$ cat src/rtl/sbat_map.svh
// Register map, field positions, reset values and counts of the arbiter timer.
// Assumes inclusion by bare name from every file that needs the constants.
`ifndef SBAT_MAP_SVH
`define SBAT_MAP_SVH

// ----------------------------------------------------------------------------
// Register offsets
// ----------------------------------------------------------------------------
`define SBAT_OFS_CTRL 2'h0
`define SBAT_OFS_CNT_LOW 2'h1
`define SBAT_OFS_INT_STAT 2'h2
`define SBAT_OFS_INT_MASK 2'h3

// ----------------------------------------------------------------------------
// Control register fields
// ----------------------------------------------------------------------------
`define SBAT_CTL_MODE_HI 7
`define SBAT_CTL_MODE_LO 6
`define SBAT_CTL_LOST 5
`define SBAT_CTL_ACLK 4
`define SBAT_CTL_FIN 3
`define SBAT_CTL_RUN 2
`define SBAT_CTL_OVF 1
`define SBAT_CTL_MSB 0

// ----------------------------------------------------------------------------
// Interrupt status and mask fields
// ----------------------------------------------------------------------------
`define SBAT_INT_FIN 0
`define SBAT_INT_OVF 1
`define SBAT_INT_LOST 2
`define SBAT_INT_W 3

// ----------------------------------------------------------------------------
// Reset values and counts
// ----------------------------------------------------------------------------
`define SBAT_RST_BYTE 8'h00
`define SBAT_RST_CNT 9'h000
`define SBAT_RST_INT 3'h0
`define SBAT_CNT_MAX 9'h1ff
`define SBAT_ARB_THR_BUS 9'h152
`define SBAT_ARB_THR_PRESC 9'h134
`define SBAT_DIV_LAST 2'h3
`define SBAT_DIV_RST 2'h0

`endif

$ cat src/rtl/sbat_pkg.sv
// Types shared by the arbiter timer and its surroundings.
// Assumes the map header is available on the include path.
package sbat_pkg;

  // --------------------------------------------------------------------------
  // Modes and states
  // --------------------------------------------------------------------------
  typedef enum logic [1:0] {
    SBAT_MD_IDLE = 2'h0,
    SBAT_MD_MEAS = 2'h1,
    SBAT_MD_ARB = 2'h2,
    SBAT_MD_RSVD = 2'h3
  } sbat_mode_t;

  typedef enum logic [3:0] {
    SBAT_ST_IDLE = 4'h1,
    SBAT_ST_WAIT = 4'h2,
    SBAT_ST_RUN = 4'h4,
    SBAT_ST_HALT = 4'h8
  } sbat_state_t;

  // --------------------------------------------------------------------------
  // Register bus request
  // --------------------------------------------------------------------------
  typedef struct packed {
    logic wr;
    logic rd;
    logic [1:0] addr;
    logic [7:0] wdata;
  } sbat_req_t;

endpackage

$ cat src/rtl/sbat_top.sv
// Arbiter timer of the enhanced serial interface: bit time measurement and bus arbitration.
// Assumes one clock MCLK, a prescaler tick pulse synchronous to it, and a strobe-style register port.
//
// Decided for this implementation: the address-and-strobe port and the placing of the registers.
`timescale 1ns/100ps
`include "sbat_map.svh"

module sbat_top (
  input wire logic MCLK, // Bus clock.
  input wire logic RESET_N, // Asynchronous reset, active low.
  input wire sbat_pkg::sbat_req_t BUS_REQ, // Register strobes, address and write data.
  output logic [7:0] RDATA, // Read data, valid the cycle after a read.
  input wire logic RXD, // Receive line level.
  input wire logic TX_SHIFT_OUT, // Transmit shift register output.
  input wire logic PRESC_TICK, // One-cycle pulse per prescaler output clock.
  output logic TXD_OUT, // Transmit pin level.
  output logic IRQ // Interrupt request, active high level.
);
  import sbat_pkg::*;

  // --------------------------------------------------------------------------
  // State and decode
  // --------------------------------------------------------------------------
  sbat_mode_t mode_ff;
  logic aclk_ff;
  sbat_state_t st_ff;
  sbat_state_t nxt_st;
  logic [8:0] cnt_ff;
  logic fin_ff, ovf_ff, lost_ff;
  logic rx_low_seen_ff;
  logic rx_prev_ff;
  logic tx_prev_ff;
  logic [1:0] div_ff;
  logic half_ff;
  logic [`SBAT_INT_W-1:0] ist_ff;
  logic [`SBAT_INT_W-1:0] imask_ff;
  logic [`SBAT_INT_W-1:0] int_evt;
  logic wr_ctrl;
  logic tick;
  logic rx_fall, rx_rise, tx_rise, tx_fall;
  logic cnt_clr;
  logic cnt_step;
  logic ovf_evt;
  logic fin_set;
  logic lost_set;
  logic [8:0] arb_thr;
  logic [7:0] nxt_rdata;

  // Decodes a write strobe aimed at one register offset.
  function automatic logic wr_hit(input sbat_req_t req, input logic [1:0] ofs);
    wr_hit = req.wr && (req.addr == ofs);
  endfunction

  // Strobes and line edges seen against the previous cycle.
  assign wr_ctrl = wr_hit(BUS_REQ, `SBAT_OFS_CTRL);
  assign rx_fall = rx_prev_ff && !RXD;
  assign rx_rise = !rx_prev_ff && RXD;
  assign tx_rise = !tx_prev_ff && TX_SHIFT_OUT;
  assign tx_fall = tx_prev_ff && !TX_SHIFT_OUT;

  // Line history for edge detection.
  always_ff @(posedge MCLK or negedge RESET_N) begin
    if (!RESET_N) begin
      rx_prev_ff <= 1'b1;
      tx_prev_ff <= 1'b1;
    end else begin
      rx_prev_ff <= RXD;
      tx_prev_ff <= TX_SHIFT_OUT;
    end
  end

  // --------------------------------------------------------------------------
  // Counter clock
  // --------------------------------------------------------------------------
  // Dividers that turn the bus clock and the prescaler tick into count steps.
  always_ff @(posedge MCLK or negedge RESET_N) begin
    if (!RESET_N) begin
      div_ff <= `SBAT_DIV_RST;
      half_ff <= 1'b0;
    end else begin
      div_ff <= div_ff + 2'h1;
      if (PRESC_TICK) begin
        half_ff <= !half_ff;
      end
    end
  end

  assign tick = aclk_ff ? (PRESC_TICK && half_ff) : (div_ff == `SBAT_DIV_LAST);

  // Sample point depends on the counter clock.
  assign arb_thr = aclk_ff ? `SBAT_ARB_THR_PRESC : `SBAT_ARB_THR_BUS;

  // --------------------------------------------------------------------------
  // Mode controller
  // --------------------------------------------------------------------------
  // Next state, counter clear and flag events; a control write overrides the state and forces a counter clear.
  always_comb begin
    nxt_st = st_ff;
    cnt_clr = 1'b0;
    fin_set = 1'b0;
    lost_set = 1'b0;
    unique case (st_ff)
      SBAT_ST_IDLE: begin
        cnt_clr = 1'b1;
      end
      SBAT_ST_WAIT: begin
        if (mode_ff == SBAT_MD_MEAS) begin
          if (aclk_ff ? !RXD : rx_fall) begin
            nxt_st = SBAT_ST_RUN;
          end
        end else if (tx_rise) begin
          cnt_clr = 1'b1;
          nxt_st = SBAT_ST_RUN;
        end
      end
      SBAT_ST_RUN: begin
        if (mode_ff == SBAT_MD_MEAS) begin
          if (aclk_ff ? rx_rise : rx_fall) begin
            nxt_st = SBAT_ST_HALT;
            fin_set = 1'b1;
          end
        end else if (tx_rise) begin
          cnt_clr = 1'b1;
        end else if (tx_fall && !rx_low_seen_ff) begin
          cnt_clr = 1'b1;
          nxt_st = SBAT_ST_WAIT;
        end else if (cnt_ff == arb_thr) begin
          lost_set = !RXD;
          nxt_st = SBAT_ST_HALT;
        end
      end
      SBAT_ST_HALT: begin
        if (mode_ff == SBAT_MD_ARB && tx_rise) begin
          cnt_clr = 1'b1;
          nxt_st = SBAT_ST_RUN;
        end
      end
    endcase
    if (wr_ctrl) begin
      cnt_clr = 1'b1;
      if (BUS_REQ.wdata[`SBAT_CTL_MODE_HI:`SBAT_CTL_MODE_LO] == SBAT_MD_MEAS ||
          BUS_REQ.wdata[`SBAT_CTL_MODE_HI:`SBAT_CTL_MODE_LO] == SBAT_MD_ARB) begin
        nxt_st = SBAT_ST_WAIT;
      end else begin
        nxt_st = SBAT_ST_IDLE;
      end
    end
  end

  // Count steps only while running and not stopping this cycle.
  assign cnt_step = (st_ff == SBAT_ST_RUN) && tick && (nxt_st == SBAT_ST_RUN) && !cnt_clr;
  assign ovf_evt = (st_ff == SBAT_ST_RUN) && tick && (cnt_ff == `SBAT_CNT_MAX) && !fin_set && !lost_set;

  // Controller state register.
  always_ff @(posedge MCLK or negedge RESET_N) begin
    if (!RESET_N) begin
      st_ff <= SBAT_ST_IDLE;
    end else begin
      st_ff <= nxt_st;
    end
  end

  // --------------------------------------------------------------------------
  // Counter
  // --------------------------------------------------------------------------
  // nine-bit counter
  always_ff @(posedge MCLK or negedge RESET_N) begin
    if (!RESET_N) begin
      cnt_ff <= `SBAT_RST_CNT;
    end else if (cnt_clr) begin
      cnt_ff <= `SBAT_RST_CNT;
    end else if (cnt_step) begin
      cnt_ff <= cnt_ff + 9'h001;
    end
  end

  // Remembers a receive low since the last arbitration restart.
  always_ff @(posedge MCLK or negedge RESET_N) begin
    if (!RESET_N) begin
      rx_low_seen_ff <= 1'b0;
    end else if (cnt_clr) begin
      rx_low_seen_ff <= 1'b0;
    end else if (st_ff == SBAT_ST_RUN && !RXD) begin
      rx_low_seen_ff <= 1'b1;
    end
  end

  // --------------------------------------------------------------------------
  // Control fields and flags
  // --------------------------------------------------------------------------
  // mode and clock select
  always_ff @(posedge MCLK or negedge RESET_N) begin
    if (!RESET_N) begin
      mode_ff <= SBAT_MD_IDLE;
      aclk_ff <= 1'b0;
    end else if (wr_ctrl) begin
      mode_ff <= sbat_mode_t'(BUS_REQ.wdata[`SBAT_CTL_MODE_HI:`SBAT_CTL_MODE_LO]);
      aclk_ff <= BUS_REQ.wdata[`SBAT_CTL_ACLK];
    end
  end

  always_ff @(posedge MCLK or negedge RESET_N) begin
    if (!RESET_N) begin
      fin_ff <= 1'b0;
      ovf_ff <= 1'b0;
    end else begin
      fin_ff <= fin_set || (fin_ff && !wr_ctrl);
      ovf_ff <= ovf_evt || (ovf_ff && !wr_ctrl);
    end
  end

  // lost flag clear by mode bit
  always_ff @(posedge MCLK or negedge RESET_N) begin
    if (!RESET_N) begin
      lost_ff <= 1'b0;
    end else begin
      lost_ff <= lost_set || (lost_ff && !(wr_ctrl && !BUS_REQ.wdata[`SBAT_CTL_MODE_HI]));
    end
  end

  always_ff @(posedge MCLK or negedge RESET_N) begin
    if (!RESET_N) begin
      TXD_OUT <= 1'b1;
    end else begin
      TXD_OUT <= lost_ff || lost_set || TX_SHIFT_OUT;
    end
  end

  // --------------------------------------------------------------------------
  // Interrupts
  // --------------------------------------------------------------------------
  assign int_evt = {lost_set, ovf_evt, fin_set};

  // Sticky status, cleared by writing ones; a new event wins over the clear.
  always_ff @(posedge MCLK or negedge RESET_N) begin
    if (!RESET_N) begin
      ist_ff <= `SBAT_RST_INT;
      imask_ff <= `SBAT_RST_INT;
    end else begin
      if (wr_hit(BUS_REQ, `SBAT_OFS_INT_STAT)) begin
        ist_ff <= int_evt | (ist_ff & ~BUS_REQ.wdata[`SBAT_INT_W-1:0]);
      end else begin
        ist_ff <= int_evt | ist_ff;
      end
      if (wr_hit(BUS_REQ, `SBAT_OFS_INT_MASK)) begin
        imask_ff <= BUS_REQ.wdata[`SBAT_INT_W-1:0];
      end
    end
  end

  // Level interrupt from the unmasked status bits.
  always_ff @(posedge MCLK or negedge RESET_N) begin
    if (!RESET_N) begin
      IRQ <= 1'b0;
    end else begin
      IRQ <= |((int_evt | ist_ff) & imask_ff);
    end
  end

  // --------------------------------------------------------------------------
  // Read port
  // --------------------------------------------------------------------------
  // read multiplexer
  always_comb begin
    nxt_rdata = `SBAT_RST_BYTE;
    unique case (BUS_REQ.addr)
      `SBAT_OFS_CTRL: begin
        nxt_rdata[`SBAT_CTL_MODE_HI:`SBAT_CTL_MODE_LO] = mode_ff;
        nxt_rdata[`SBAT_CTL_LOST] = lost_ff;
        nxt_rdata[`SBAT_CTL_ACLK] = aclk_ff;
        nxt_rdata[`SBAT_CTL_FIN] = fin_ff;
        nxt_rdata[`SBAT_CTL_RUN] = (st_ff == SBAT_ST_RUN);
        nxt_rdata[`SBAT_CTL_OVF] = ovf_ff;
        nxt_rdata[`SBAT_CTL_MSB] = cnt_ff[8];
      end
      `SBAT_OFS_CNT_LOW: nxt_rdata = cnt_ff[7:0];
      `SBAT_OFS_INT_STAT: nxt_rdata[`SBAT_INT_W-1:0] = ist_ff;
      `SBAT_OFS_INT_MASK: nxt_rdata[`SBAT_INT_W-1:0] = imask_ff;
    endcase
  end

  // Read data stand only in the cycle after the read strobe.
  always_ff @(posedge MCLK or negedge RESET_N) begin
    if (!RESET_N) begin
      RDATA <= `SBAT_RST_BYTE;
    end else if (BUS_REQ.rd) begin
      RDATA <= nxt_rdata;
    end else begin
      RDATA <= `SBAT_RST_BYTE;
    end
  end

  // --------------------------------------------------------------------------
  // Checks
  // --------------------------------------------------------------------------
  a_idle_hold: assert property (@(posedge MCLK) disable iff (!RESET_N)
    (mode_ff == SBAT_MD_IDLE && !wr_ctrl) |=> (cnt_ff == `SBAT_RST_CNT && st_ff == SBAT_ST_IDLE))
    else $error("Counter moved while idle.");
  a_write_clears: assert property (@(posedge MCLK) disable iff (!RESET_N)
    (wr_ctrl && !fin_set && !ovf_evt) |=> (cnt_ff == `SBAT_RST_CNT && !fin_ff && !ovf_ff))
    else $error("Control write did not clear counter and flags.");
  a_lost_forces_tx: assert property (@(posedge MCLK) disable iff (!RESET_N)
    lost_ff |=> TXD_OUT)
    else $error("Transmit pin not forced high while lost.");
  a_lost_clear: assert property (@(posedge MCLK) disable iff (!RESET_N)
    (wr_ctrl && !BUS_REQ.wdata[`SBAT_CTL_MODE_HI] && !lost_set) |=> !lost_ff)
    else $error("Lost flag not cleared by mode write.");
  a_lost_sticky: assert property (@(posedge MCLK) disable iff (!RESET_N)
    (lost_ff && !wr_ctrl) |=> lost_ff)
    else $error("Lost flag dropped without a write.");
  a_arb_restart: assert property (@(posedge MCLK) disable iff (!RESET_N)
    (mode_ff == SBAT_MD_ARB && st_ff != SBAT_ST_IDLE && tx_rise && !wr_ctrl)
      |=> (cnt_ff == `SBAT_RST_CNT && st_ff == SBAT_ST_RUN))
    else $error("Transmit rise did not restart the counter.");
  a_arb_sample: assert property (@(posedge MCLK) disable iff (!RESET_N)
    (mode_ff == SBAT_MD_ARB && st_ff == SBAT_ST_RUN && cnt_ff == arb_thr && !RXD && !tx_rise &&
     !(tx_fall && !rx_low_seen_ff)) |=> lost_ff)
    else $error("Low receive line at the sample point not flagged.");
  a_meas_stop: assert property (@(posedge MCLK) disable iff (!RESET_N)
    (mode_ff == SBAT_MD_MEAS && !aclk_ff && st_ff == SBAT_ST_RUN && rx_fall && !wr_ctrl)
      |=> (fin_ff && st_ff == SBAT_ST_HALT) ##1 $stable(cnt_ff))
    else $error("Falling edge did not end the measurement.");
  a_break_start: assert property (@(posedge MCLK) disable iff (!RESET_N)
    (mode_ff == SBAT_MD_MEAS && aclk_ff && st_ff == SBAT_ST_WAIT && !RXD && !wr_ctrl)
      |=> st_ff == SBAT_ST_RUN)
    else $error("Low receive line did not start the break count.");
  a_cnt_step: assert property (@(posedge MCLK) disable iff (!RESET_N)
    cnt_step |=> (cnt_ff == $past(cnt_ff) + 9'h001))
    else $error("Counter did not advance by one.");
  a_ovf_set: assert property (@(posedge MCLK) disable iff (!RESET_N)
    ovf_evt |=> (ovf_ff && (cnt_ff == `SBAT_RST_CNT || $past(wr_ctrl))))
    else $error("Counter wrap not flagged.");
  a_quarter_clk: assert property (@(posedge MCLK) disable iff (!RESET_N)
    (!aclk_ff && tick) |=> ((div_ff != `SBAT_DIV_LAST) [*3] ##1 (div_ff == `SBAT_DIV_LAST)))
    else $error("Bus clock step not one in four.");

endmodule

$ cat config.mk
export PLATFORM = sky130hd
export DESIGN_NAME = sbat_top
export DESIGN_NICKNAME = d
export VERILOG_FILES = /design/src/rtl/sbat_pkg.sv /design/src/rtl/sbat_top.sv
export VERILOG_INCLUDE_DIRS = /design/src /design/src/rtl
export SDC_FILE = /design/constraint.sdc
export NUM_CORES = 1
export LEC_CHECK = 0
export ABC_AREA = 1
export BUFFER_PORTS_ARGS = -buffer_cell sky130_fd_sc_hd__buf_2
export CORE_MARGIN = 5
export CORE_UTILIZATION = 52
export DETAILED_ROUTE_END_ITERATION = 8
export GPL_TIMING_DRIVEN = 0
export PLACE_DENSITY = 0.84
export RECOVER_POWER = 50
export REMOVE_ABC_BUFFERS = 1
export SETUP_SLACK_MARGIN = 0.3
export SKIP_LAST_GASP = 1
export SLEW_MARGIN = 20
export SYNTH_ARGS = -nofsm -noshare
export SYNTH_HDL_FRONTEND = slang
export SYNTH_SLANG_ARGS = --single-unit
$ cat constraint.sdc
create_clock -name MCLK -period 1.5 [get_ports MCLK]
set_clock_uncertainty 0.1 [all_clocks]
set_input_delay 0.3 -clock MCLK [delete_from_list [all_inputs] [get_ports MCLK]]
set_output_delay 0.3 -clock MCLK [all_outputs]
set_load 0.01 [all_outputs]
### Yosys cells after proc, flatten, opt, wreduce, memory -nomap -nowiden

Cells that the tools add are included.

| word-level totals | value |
|---|---|
| flip-flop bits (word level) | 41 |
| RAM bits | 0 |
| memories kept | 0 |
| ROM bits | 0 |
| bits in latches | 0 |

| operators by class | value |
|---|---|
| reduce and logical (&&, ||, !) cells | 43 |
| muxes and demuxes | 40 |
| $add $sub $neg | 2 |
| equality and inequality tests | 15 |
| bitwise operators | 5 |
| shift-type cells | 0 |
| divide/modulo/power cells | 0 |
| magnitude comparators | 0 |
| multiply operators | 0 |

Operator list:

| kind | number |
|---|---|
| $mux W4 | 10 |
| $logic_and A1 B1 Y1 | 21 |
| $mux W1 | 20 |
| $mux W9 | 2 |
| $logic_not A1 Y1 | 12 |
| $pmux W3 S4 | 1 |
| $pmux W4 S3 | 1 |
| $eq A2 B2 Y1 const B | 5 |
| $pmux W5 S2 | 1 |
| $add A9 B1 Y9 const B | 1 |
| $eq A9 B9 Y1 | 1 |
| $eq A9 B9 Y1 const B | 1 |
| $eq A4 B3 Y1 const B | 2 |
| $mux W8 | 1 |
| $mux W7 | 1 |
| $and A3 B3 Y3 | 2 |
| $eq A2 B1 Y1 const B | 3 |
| $logic_or A1 B1 Y1 | 6 |
| $or A3 B3 Y3 | 2 |
| $eq A4 B1 Y1 const B | 1 |
| $eq A4 B2 Y1 const B | 1 |
| $eq A4 B4 Y1 const B | 1 |
| $pmux W1 S4 | 1 |
| $reduce_bool A2 Y1 | 2 |
| 6 further kinds | 6 |

### Longest topological paths before layout

| depth | value |
|---|---|
| word-level depth | 13 |
| mapped depth | 14 |
| mapped depth without buffers | 13 |

### Worst setup path after synthesis

No wires, ideal clock.

| path | value |
|---|---|
| path type | flip-flop to flip-flop |
| start point | register tx_prev_ff |
| end point | register cnt_ff[1] |
| slack | -138 ps |
| data arrival time | 1422 ps |
| library setup time | 117 ps |
| stages on the path, launching flop included | 10 |
| cells stage by stage | dfstp_2 > inv_1 > nand2_1 > nand2_1 > and2_1 > nor3_4 > buf_4 > nand2_4 > nand2_1 > nand2_1 |

| between the ends | value |
|---|---|
| cells in the longest elaborated chain, start to end | 11 |

Ends and longest elaborated chain:

| what | line | source |
|---|---|---|
| start: declaration | sbat_top.sv:32 | `logic tx_prev_ff;` |
| start signal: assignment | sbat_top.sv:65 | `tx_prev_ff <= 1'b1;` |
| start signal: assignment | sbat_top.sv:68 | `tx_prev_ff <= TX_SHIFT_OUT;` |
| $logic_and A1 B1 Y1 | sbat_top.sv:59 | `assign tx_fall = tx_prev_ff && !TX_SHIFT_OUT;` |
| $logic_and A1 B1 Y1 | sbat_top.sv:124 | `end else if (tx_fall && !rx_low_seen_ff) begin` |
| $mux W4 | sbat_top.sv:124 |  |
| $mux W4 | sbat_top.sv:122 | `end else if (tx_rise) begin` |
| $mux W4 | sbat_top.sv:117 | `if (mode_ff == SBAT_MD_MEAS) begin` |
| $pmux W4 S3 | sbat_top.sv:102 | `unique case (st_ff)` |
| $mux W4 | sbat_top.sv:139 | `if (wr_ctrl) begin` |
| $eq A4 B3 Y1 | sbat_top.sv:151 | `assign cnt_step = (st_ff == SBAT_ST_RUN) && tick && (nxt_st == SBAT_ST_RUN) && !cnt_clr;` |
| $logic_and A1 B1 Y1 (2 in a row) | sbat_top.sv:151 |  |
| $reduce_bool A2 Y1 (no line) | -- |  |
| end signal: assignment | sbat_top.sv:169 | `` cnt_ff <= `SBAT_RST_CNT; `` |
| end signal: assignment | sbat_top.sv:171 | `` cnt_ff <= `SBAT_RST_CNT; `` |
| end signal: assignment | sbat_top.sv:173 | `cnt_ff <= cnt_ff + 9'h001;` |
| end: declaration | sbat_top.sv:28 | `logic [8:0] cnt_ff;` |

Parallel ways exist; a longest one is shown, timed or not.
A chain may end at the register's enable or synchronous reset.

### Final worst setup path

| path | value |
|---|---|
| start point | register st_ff[3] |
| end point | register cnt_ff[7] |

| between the ends | value |
|---|---|
| cells in the longest elaborated chain, start to end | 10 |

Ends and longest elaborated chain:

| what | line | source |
|---|---|---|
| start: declaration | sbat_top.sv:26 | `sbat_state_t st_ff;` |
| start signal: assignment | sbat_top.sv:159 | `st_ff <= nxt_st;` |
| $mux W4 | sbat_top.sv:127 | `end else if (cnt_ff == arb_thr) begin` |
| $mux W4 | sbat_top.sv:124 |  |
| $mux W4 | sbat_top.sv:122 |  |
| $mux W4 | sbat_top.sv:117 |  |
| $pmux W4 S3 | sbat_top.sv:102 |  |
| $mux W4 | sbat_top.sv:139 |  |
| $eq A4 B3 Y1 | sbat_top.sv:151 |  |
| $logic_and A1 B1 Y1 (2 in a row) | sbat_top.sv:151 |  |
| $reduce_bool A2 Y1 (no line) | -- |  |

Parallel ways exist; a longest one is shown, timed or not.

==> results.txt <==
Die X - 76.2 um
M3 GR Usage - 4.61%
Slew @ Worst Pin - 1.04 ns
Net switching power - 1430 uW
Mapped Avg Cell Area - 7.83 sq um
Worst min path class - input port to register
Final hold viol count - 0
Seq/Total Area, Yosys - 45.2%
Count of unique library cells instantiated by Yosys - 35
Worst-path clk slew - 0.08 ns
Dpl hpwl - 3530 um
CP Class - register to register
P per Cell Area - 1250 mW/mm^2
CTS sink count - 41
Port buffer count - 24
First-pass detailed-route iteration total - 5
Total Nets Final - 373
Grt peak-use layer - met2
All-Layer GR Usage - 20.6%
Die footprint - 0.00581 sq mm
Crit start category - register
Grt ovf - 0
Achievable Freq - 510 MHz
Data arrival, critical path - 2.10 ns
Post-Route Setup TNS - -6.06 ns
RR Startpoint - st_ff[3]$_DFF_PN0_
Core area - 0.00429 sq mm
Cells after Synth - 291
Setup Viol. Count Final - 20
Total detailed-routing wirelength - 7250 um
Global routing usage on met1 - 25.9%
Row Count - 24
Most frequent cells in the layout - nand2_1 (60), dfrtp_1 (33), inv_1 (31), buf_4 (28), nor2_1 (25)
Wire per inst - 17.9 um
Tcrit/Tclk final - 131%
Yosys warning total - 0
Commonest non-fill, non-tap cell in the layout - nand2_1
Setup crit start - st_ff[3]$_DFF_PN0_
Seq pwr share - 35.5%
Setup ws final - -0.460 ns
Layout cells sized above 1 - 39.0%
Pins Over Slew Limit - 0
Vias post-DR - 2390
IO Count - 27
Post-route DRC - 0
MaxCap Viol Count - 0
Max Buffers Root-to-Sink - 2
Die Ht - 76.2 um
#FFs+latches synth - 41
Top FF cell, synth - dfrtp_1
Initial antenna violation count - 0
Area delta synth->final - 32.3%
Fraction of registers with async set/reset - 100%
Hold buffers post-CTS - 0
Vias in the first global route - 2023
Leak Pwr - 0.00153 uW
Sequential cell area - 0.00104 sq mm
CTS tree - done
Crit path time final - 1.96 ns
RSZ-0062 raised after global routing - true
# H-tree levels - 2
Synth Cell Area - 0.00228 sq mm
Worst Path Required - 1.64 ns
Root Buffer - clkbuf_8
Logic pwr share - 39.8%
Area of the multi-input gates - 0.00122 sq mm
Starting Density - 53.1%
Largest net degree at the start of global routing - 42
Critical Path End Type - register
Switching share of power - 37.8%
Failing checks - negative setup slack
Cell Int Power - 2350 uW
HP Start - TX_SHIFT_OUT
Drt initial violations - 344
Global-route wire length before repair - 9760 um
Slew margin rel. - 30.6%
Max Fanout on Critical Path - 5
Worst skew pair latency - 0.30 ns
Status - complete, but fails checks
Via/cell ratio - 5.89
Clock power share - 24.7%
Final ANT Viol Nets - 0
CTS Buf Count - 5
Antenna cells - 0
GR Util met2 - 34.9%
Gpl congestion - 0.880
Number of synthesized flops with an enable pin - 0
Number of fill cells - 285
Pwr Total - 3780 uW
Max IR drop VDD - 0.644 mV
-- cells by family after synthesis --
family / count (synthesis) / share of synthesized area, %
xor gates and xnor gates: 8 / 3.08
and+or+nand+nor: 155 / 32.1
buffers and inverters: 50 / 9.33
adders and majority gates: 3 / 1.65
AOI/OAI and AO/OA: 34 / 8.62
DFF: 41 / 45.2
-- power by group through the flow --
stage | combinational [uW] | sequential [uW] | clock (uW)
finish | 1500 | 1340 | 935
detailed placement | 854 | 1370 | 0
global placement | 830 | 1360 | 0
global route | 1600 | 1360 | 975
floorplan | 638 | 1350 | 0
CTS | 1140 | 1350 | 934
-- area by class of cell --
class	instances	share of cell area (%)
clock inverters	2	1.24
repair buffers	57	13.0
clock buffers	6	2.74
well taps	52	2.16
multi-input cells	202	40.6
flip-flops and latches	41	34.4
inverters	46	5.89
-- layer usage --
layer | vias up | part of all wire, % | wire length [um]
li1 | 1046 | - | -
met1 | 1114 | 37 | 2650
met2 | 190 | 50 | 3620
met3 | 40 | 9.3 | 671
met4 | 0 | 4.2 | 308
met5 | - | 0 | 0
-- stage by stage --
stage / area, sq um / setup slack (ns) / hold slack [ns] / std cells / util [%]
finish: 3020 / -0.460 / 0.0218 / 406 / 70.2
global route: 3020 / -0.495 / 0.0298 / 406 / 70.2
CTS: 2790 / -0.300 / 0.0245 / 386 / 65.0
detailed placement: 2430 / -0.747 / 0.319 / 363 / 56.6
global placement: 2430 / -0.695 / 0.312 / 363 / 56.6
floorplan: 2240 / -0.355 / -0.0956 / 287 / -
-- worst max-delay path, stage by stage, from the launching register on --
cell	delay, ns
dfrtp_1	0.42
buf_4	0.15
nand4_1	0.20
nand3_4	0.15
inv_2	0.07
nor3_4	0.31
buf_6	0.22
buf_12	0.12
nand3_2	0.07
nand2_1	0.08
-- registers in the layout (all words and copies together) (netlist names), 2 cells and up --
signal / cells
cnt_ff: 9
RDATA: 8
div_ff: 2
imask_ff: 3
st_ff: 4
mode_ff: 2
ist_ff: 3
-- synthesized netlist by cell type (4+ instances only) --
cell | n | area share, %
nand2_1 | 79 | 13
dfrtp_1 | 37 | 41
inv_1 | 37 | 6.1
nor2_1 | 31 | 5.1
nand3_1 | 26 | 5.7
o21ai_0 | 16 | 3.5
a21oi_1 | 12 | 2.6
inv_2 | 6 | 0.99
xor2_1 | 5 | 1.9
dfstp_2 | 4 | 4.6
-- final timing paths --
kind	depth (start not counted)	slack, ns	endpoint
worst max register to register	9	-0.46	cnt_ff[7]$_DFFE_PN0P_
worst min-delay path	1	0.02	tx_prev_ff$_DFF_PN1_
min in group asynchronous	1	0.07	st_ff[2]$_DFF_PN0_
max in group asynchronous	1	0.52	cnt_ff[1]$_DFFE_PN0P_
worst min register to register	1	0.33	div_ff[0]$_DFF_PN0_
worst max-delay path	9	-0.46	cnt_ff[7]$_DFFE_PN0P_
-- repair_timing --
action	CTS	global route
buffers inserted	15	17
setup endpoints to repair	23	40
gates resized for setup	38	29
pin swaps	17	16
cloned	0	3
Power figures use the tool's default switching activity.
